===== src/strap_led_pkg.sv =====
// constants for the shared address-strap / status-led pins
// assumes a single 250 MHz system clock and an asynchronous active-high reset
//
// Function
// - The collision pin gives address bit 1 at reset and then shows collision status.
// - The link pin gives address bit 2 at reset and then shows whether a valid link exists.
// - The transmit pin gives address bit 3 at reset and then shows transmit activity.
// - The receive pin gives address bit 4 at reset and then shows receive activity.
// - During power-on or hardware reset every shared pin is an input that sets the address.
// - A low level on a shared pin gives a zero address bit and a high level gives a one.
// - After reset ends every shared pin turns into an output driving its indication.
// - A detected collision holds the collision indication on for about 70 ms.
// - The activity pin gives address bit 0 at reset and then shows transmit or receive activity.
// - The asserted output level is the inverse of the level sampled during reset.
// - A software reset neither resamples the pins nor takes them out of output mode.
package strap_led_pkg;
    localparam int unsigned PIN_COUNT = 5;
    localparam int unsigned BIT_ACTIVITY = 0;
    localparam int unsigned BIT_COLLISION = 1;
    localparam int unsigned BIT_LINK = 2;
    localparam int unsigned BIT_TRANSMIT = 3;
    localparam int unsigned BIT_RECEIVE = 4;
    localparam int unsigned CLK_PERIOD_PS = 4000;
    localparam int unsigned COLLISION_HOLD_MS = 70;
    // longest time: rounds down
    localparam int unsigned COLLISION_HOLD_CYCLES =
        32'((COLLISION_HOLD_MS * 64'd1000000000) / CLK_PERIOD_PS);
    // settle cycles between reset release and the strap capture
    localparam int unsigned STRAP_SETTLE_CYCLES = 3;
    localparam logic [4:0] ADDR_RESET = 5'h00;
endpackage


===== src/collision_stretch.sv =====
// pulse stretcher holding the collision indication for a fixed time
// assumes collision_in is synchronous to clk_sys_in
`timescale 1ns/1ps
`default_nettype none
module collision_stretch #(
    parameter int unsigned HOLD_CYCLES = strap_led_pkg::COLLISION_HOLD_CYCLES
) (
    // clock and reset
    input wire logic clk_sys_in,
    input wire logic rst_in,
    // event and stretched level
    input wire logic collision_in,
    output logic stretched_out
);
    localparam int unsigned CW = $clog2(HOLD_CYCLES + 1);
    localparam logic [CW-1:0] LOAD = CW'(HOLD_CYCLES);
    logic [CW-1:0] count_reg;
    logic [CW-1:0] count_next;

    // every new collision restarts the full hold
    always_comb begin
        count_next = count_reg;
        if (collision_in) begin
            count_next = LOAD;
        end else if (count_reg != '0) begin
            count_next = count_reg - CW'(1);
        end
    end

    always_ff @(posedge clk_sys_in or posedge rst_in) begin
        if (rst_in) begin
            count_reg <= '0;
        end else begin
            count_reg <= count_next;
        end
    end

    assign stretched_out = (count_reg != '0);
endmodule
`default_nettype wire


===== src/strap_led_pins.sv =====
// shared pins: address straps during reset, status led drivers afterwards
// assumes rst_in is the power-on / hardware reset; soft reset arrives separately
`timescale 1ns/1ps
`default_nettype none
module strap_led_pins #(
    parameter int unsigned HOLD_CYCLES = strap_led_pkg::COLLISION_HOLD_CYCLES
) (
    // clock and reset
    input wire logic clk_sys_in,
    input wire logic rst_in,
    input wire logic soft_reset_in,
    // status from the link logic
    input wire logic collision_in,
    input wire logic link_valid_in,
    input wire logic tx_active_in,
    input wire logic rx_active_in,
    // shared pins, bit order follows the address bits
    input wire logic [4:0] pin_in,
    output logic [4:0] pin_out,
    output logic [4:0] pin_oe_out,
    // captured management address
    output logic [4:0] phy_addr_out,
    output logic addr_valid_out
);
    typedef enum logic [1:0] {ST_SAMPLE, ST_DRIVE} phase_t;

    phase_t phase_reg;
    phase_t phase_next;
    logic [1:0] settle_reg;
    logic [1:0] settle_next;
    logic [4:0] addr_reg;
    logic [4:0] addr_next;
    logic [4:0] pin_reg;
    logic [4:0] pin_next;
    logic [4:0] oe_reg;
    logic [4:0] oe_next;
    // three-stage synchroniser on the pad inputs
    logic [4:0] sync1_reg;
    logic [4:0] sync2_reg;
    logic [4:0] sync3_reg;
    logic [4:0] stable_reg;
    logic [4:0] stable_next;
    logic collision_held;
    logic [4:0] status;

    collision_stretch #(
        .HOLD_CYCLES(HOLD_CYCLES)
    ) u_collision (
        .clk_sys_in(clk_sys_in),
        .rst_in(rst_in),
        .collision_in(collision_in),
        .stretched_out(collision_held)
    );

    always_ff @(posedge clk_sys_in or posedge rst_in) begin
        if (rst_in) begin
            sync1_reg <= 5'h00;
            sync2_reg <= 5'h00;
            sync3_reg <= 5'h00;
        end else begin
            sync1_reg <= pin_in;
            sync2_reg <= sync1_reg;
            sync3_reg <= sync2_reg;
        end
    end

    // a bit changes only once stages two and three agree
    always_comb begin
        stable_next = stable_reg;
        for (int i = 0; i < 5; i++) begin
            if (sync2_reg[i] == sync3_reg[i]) begin
                stable_next[i] = sync3_reg[i];
            end
        end
    end

    // raw, active-high indications in address-bit order
    always_comb begin
        status = 5'h00;
        status[strap_led_pkg::BIT_ACTIVITY] = tx_active_in | rx_active_in;
        status[strap_led_pkg::BIT_COLLISION] = collision_held;
        status[strap_led_pkg::BIT_LINK] = link_valid_in;
        status[strap_led_pkg::BIT_TRANSMIT] = tx_active_in;
        status[strap_led_pkg::BIT_RECEIVE] = rx_active_in;
    end

    // soft reset is deliberately ignored here: pins stay outputs
    always_comb begin
        phase_next = phase_reg;
        settle_next = settle_reg;
        addr_next = addr_reg;
        pin_next = 5'h00;
        oe_next = 5'h00;
        unique case (phase_reg)
            ST_SAMPLE: begin
                // wait for the synchroniser to fill with real pad levels
                if (settle_reg == 2'(strap_led_pkg::STRAP_SETTLE_CYCLES)) begin
                    // stable_reg lags the filter by one edge; take this edge's value
                    addr_next = stable_next;
                    phase_next = ST_DRIVE;
                end else begin
                    settle_next = settle_reg + 2'h1;
                end
            end
            ST_DRIVE: begin
                oe_next = 5'h1F;
                // idle level matches the strap resistor, so the led stays dark
                pin_next = status ^ addr_reg;
            end
        endcase
    end

    always_ff @(posedge clk_sys_in or posedge rst_in) begin
        if (rst_in) begin
            phase_reg <= ST_SAMPLE;
            settle_reg <= 2'h0;
            addr_reg <= strap_led_pkg::ADDR_RESET;
            pin_reg <= 5'h00;
            oe_reg <= 5'h00;
            stable_reg <= 5'h00;
        end else begin
            phase_reg <= phase_next;
            settle_reg <= settle_next;
            addr_reg <= addr_next;
            pin_reg <= pin_next;
            oe_reg <= oe_next;
            stable_reg <= stable_next;
        end
    end

    assign pin_out = pin_reg;
    assign pin_oe_out = oe_reg;
    assign phy_addr_out = addr_reg;
    assign addr_valid_out = (phase_reg == ST_DRIVE);
endmodule
`default_nettype wire


===== config.mk =====
export PLATFORM = sky130hd
export DESIGN_NAME = strap_led_pins
export DESIGN_NICKNAME = d
export VERILOG_FILES = /design/src/strap_led_pkg.sv /design/src/collision_stretch.sv /design/src/strap_led_pins.sv
export SDC_FILE = /design/constraint.sdc
export NUM_CORES = 1
export LEC_CHECK = 0
export BUFFER_PORTS_ARGS = -buffer_cell sky130_fd_sc_hd__buf_2
export CORE_MARGIN = 2
export CORE_UTILIZATION = 45
export CTS_BUF_LIST = sky130_fd_sc_hd__clkbuf_4 sky130_fd_sc_hd__clkbuf_8
export CTS_CLUSTER_SIZE = 25
export DETAILED_ROUTE_END_ITERATION = 12
export GPL_TIMING_DRIVEN = 0
export PLACE_DENSITY_LB_ADDON = 0.2
export SLEW_MARGIN = 20
export SYNTH_ARGS = -nofsm -noshare
export SYNTH_HDL_FRONTEND = slang
export SYNTH_SLANG_ARGS = --single-unit

===== constraint.sdc =====
create_clock -name clk_sys_in -period 4.3 [get_ports clk_sys_in]
set_input_delay 0.645 -clock clk_sys_in [delete_from_list [all_inputs] [get_ports clk_sys_in]]
set_output_delay 0.645 -clock clk_sys_in [all_outputs]
set_load 0.02 [all_outputs]

==> metrics.md <==
| Metric | Value |
|---|---|
| Status | `completed` |
| Setup WS post-layout | `1810 ps` |
| Sink Count | `59` |
| Final core area utilization | `54.2%` |
| Largest net degree at the start of global routing | `60` |
| CP top delay family | `simple AND/OR/NAND/NOR gates` |
| Post-Syn Area | `2620 um^2` |
| Relative slew slack | `approximately half` |
| Max_cap viols | `0` |
| Min-delay src | `sync1_reg[2]` |
| Vias | `1729` |
| Final hold violations | `0` |
| Post_cts resized | `0` |
| Post-CTS Setup Inserts | `0` |
| Chip width | `80.3 um` |
| Average wire per standard cell | `14.7 um` |
| Clock Pin Slew Worst Setup and Hold Paths | `70 ps` |
| IO Count | `28` |
| FF+latch count, synth | `59` |
| Final Cell Area | `3020 um^2` |
| Type of the most critical hold path | `register to register` |
| Syn_area_per_cell | `12.1 um^2` |
| Cells after Synth | `216` |
| FF/Latch Area | `1480 um^2` |
| Yosys cell types | `47` |
| Arr. time, crit path | `2700 ps` |
| DP HPWL | `about 3100 um` |
| Syn Nets | `231` |
| Pre-CTS WS | `1850 ps` |
| I/O Buffers | `25` |
| Die Span Y | `80.3 um` |
| Synth async-reset ratio | `100%` |
| Clock Skew | `roughly 8.5 ps` |
| GRT overflow | `0` |
| Number of global-route vias before repair | `1704` |
| Post-route clock period utilization | `57.8%` |
| Drt pass-1 iters | `4` |
| Most frequent cells in the layout | `dfrtp_1 (59), buf_2 (26), nor2_1 (21)` |
| Mux share of post-synthesis cell area | `3.77%` |
| H-tree Lvls | `3` |
| First-pass GRT wire length | `about 8400 um` |
| Maximum clock rate | `0.402 GHz` |
| Die area | `6450 um^2` |
| DRT Wirelength | `4840 um` |
| Hold path cells | `0` |
| Vias per cell | `5.26` |
| Layout area overhead | `15.3%` |
| Antenna Nets Post-Route | `0` |
| Worst Tran Pin Value | `between 700 and 800 ps` |
| Total track usage | `17.8%` |
| Worst skew pair latency | `330 ps` |
| Minimum clock period | `2490 ps` |
| Post-Layout Cell Count | `between 300 and 400` |
| Ant diodes | `0` |
| Multi-input logic area | `between 1000 and 1500 um^2` |
| CORE AREA | `5570 um^2` |
| PD cells | `387 nW/um^2` |
| Fillers | `489` |
| Min Hold Slack | `between 300 and 400 ps` |
| Number of flip-flops in the largest register | `25` |
| Crit path kind | `register to register` |
| Fin. max-slew vios | `0` |
| CP cell instances | `inv_1, ha_1, nor3b_1, nand4_2, nor4_4, buf_6, nor3_1, or3b_1` |
| Root Driver | `clkbuf_8` |
| Synth Area in Simple Gates | `22.9%` |
| CP peak stage delay | `about 570 ps` |
| Power, Total | `1.17 mW` |
| DR iter-0 viols | `130` |
| Largest family of logic cells by synthesized area | `simple AND/OR/NAND/NOR gates` |
| Share of layout cells above drive strength 1 | `24.9%` |
| R2r setup slk | `between 1500 and 2000 ps` |
| Layout Nets | `between 200 and 300` |
| Post-synthesis xor/xnor area fraction | `6.01%` |
| Drt drc | `0` |
| Commonest non-fill, non-tap cell in the layout | `dfrtp_1` |
| Starting Density | `47.0%` |
| CP max stage cell | `nor3b_1` |
| TritonCTS clock tree | `yes` |
| RSZ-0062 raised after global routing | `no` |
| Worst r2r path cells | `8` |
| TNS Setup | `0 ps` |
| CTS buffer count | `9` |
| GPL Wtd Cong | `~0.84` |
| Crit start category | `register` |
| Post-synth EDFFs | `0` |
| Compound-Gate Fraction of Synth Area | `4.73%` |
| Hold buffers post-CTS | `0` |
| Initial antenna violation count | `0` |
| Synth Flop Type | `dfrtp_1` |
| P_leak | `~1.2 nW` |
| Worst vdd ir | `0.284 mV` |
| Reg-to-reg startpoint | `u_collision.count_reg[0]` |
| Synth Area in Adders | `3.34%` |
| CP endpoint kind | `register` |
| Critical path data required time | `4520 ps` |
| Num rows | `27` |
| Clock buffer depth | `2` |
| Yosys warnings | `0` |
| CP Max Fanout | `10` |
| Placed cell count | `313` |
| Post-synthesis sequential area ratio | `between 50% and 60%` |
| Crit path buf inv count | `2` |
| Hold endpoint | `sync2_reg[2]` |
| Worst R2R End | `u_collision.count_reg[6]` |
| Final Setup Violations | `0` |
| Placed Area | `2840 um^2` |
-- cells by family after synthesis --
family | after synthesis
AND/OR/NAND/NOR | 89
flip-flops | 59
AO/OA/AOI/OAI | 19
XOR/XNOR | 18
buffers and inverters | 14
multiplexers | 9
adder cells (fa/ha/maj) | 8
-- routing by layer --
layer  track usage, %  up-vias  part of all wire (%)
met2             26.1       35                    46
met4             7.12        0                   1.0
met1             23.7      856                    47
met3             6.74        4                   5.5
li1                 -      834                     -
met5                0        -                     0
-- how the worst max path moves through the flow --
stage / from / cells after the start / end
6_report: u_collision.count_reg[0] / 8 / u_collision.count_reg[6]
3_5_place_dp: u_collision.count_reg[0] / 8 / u_collision.count_reg[6]
3_3_place_gp: rst_in / 2 / u_collision.count_reg[19]
2_1_floorplan: rst_in / 1 / phase_reg[0]
4_1_cts: u_collision.count_reg[0] / 8 / u_collision.count_reg[6]
5_1_grt: u_collision.count_reg[0] / 8 / u_collision.count_reg[6]
-- worst register-to-register path, cell delays in order, from the launching register on --
cell     delay, ps
dfrtp_1        380
inv_1          120
ha_1           160
nor3b_1        570
nand4_2        200
nor4_4         330
buf_6          220
nor3_1          60
or3b_1         340
-- Yosys cell counts, drive strengths merged, types with 6 or more instances --
library cell	instances	share of area, %
buf	7	1.9
xnor2	6	2.0
nand4	9	2.4
a21oi	6	1.3
nor2	21	3.0
nand2	6	0.95
mux2	7	3.0
nor2b	6	1.4
dfrtp	59	56
nor3	7	1.3
nand2b	6	1.4
xor2	12	4.0
-- layout make-up --
| type | count | share of cell area [%] |
|---|---|---|
| Buffer | 10 | 2.03 |
| Clock buffer | 12 | 5.26 |
| Clock inverter | 4 | 0.828 |
| Inverter | 4 | 0.579 |
| Multi-Input combinational cell | 143 | 35.3 |
| Sequential cell | 59 | 48.8 |
| Tap cell | 72 | 2.98 |
| Timing Repair Buffer | 25 | 4.14 |
-- report_power, final --
group / total [mW] / internal, mW / switching, mW
Sequential: 0.608 / 0.585 / 0.0223
Combinational: 0.100 / 0.0412 / 0.0590
Clock: 0.461 / 0.245 / 0.217
Total: 1.17 / 0.871 / 0.298
No activity file was read; power rests on OpenSTA's default activity.
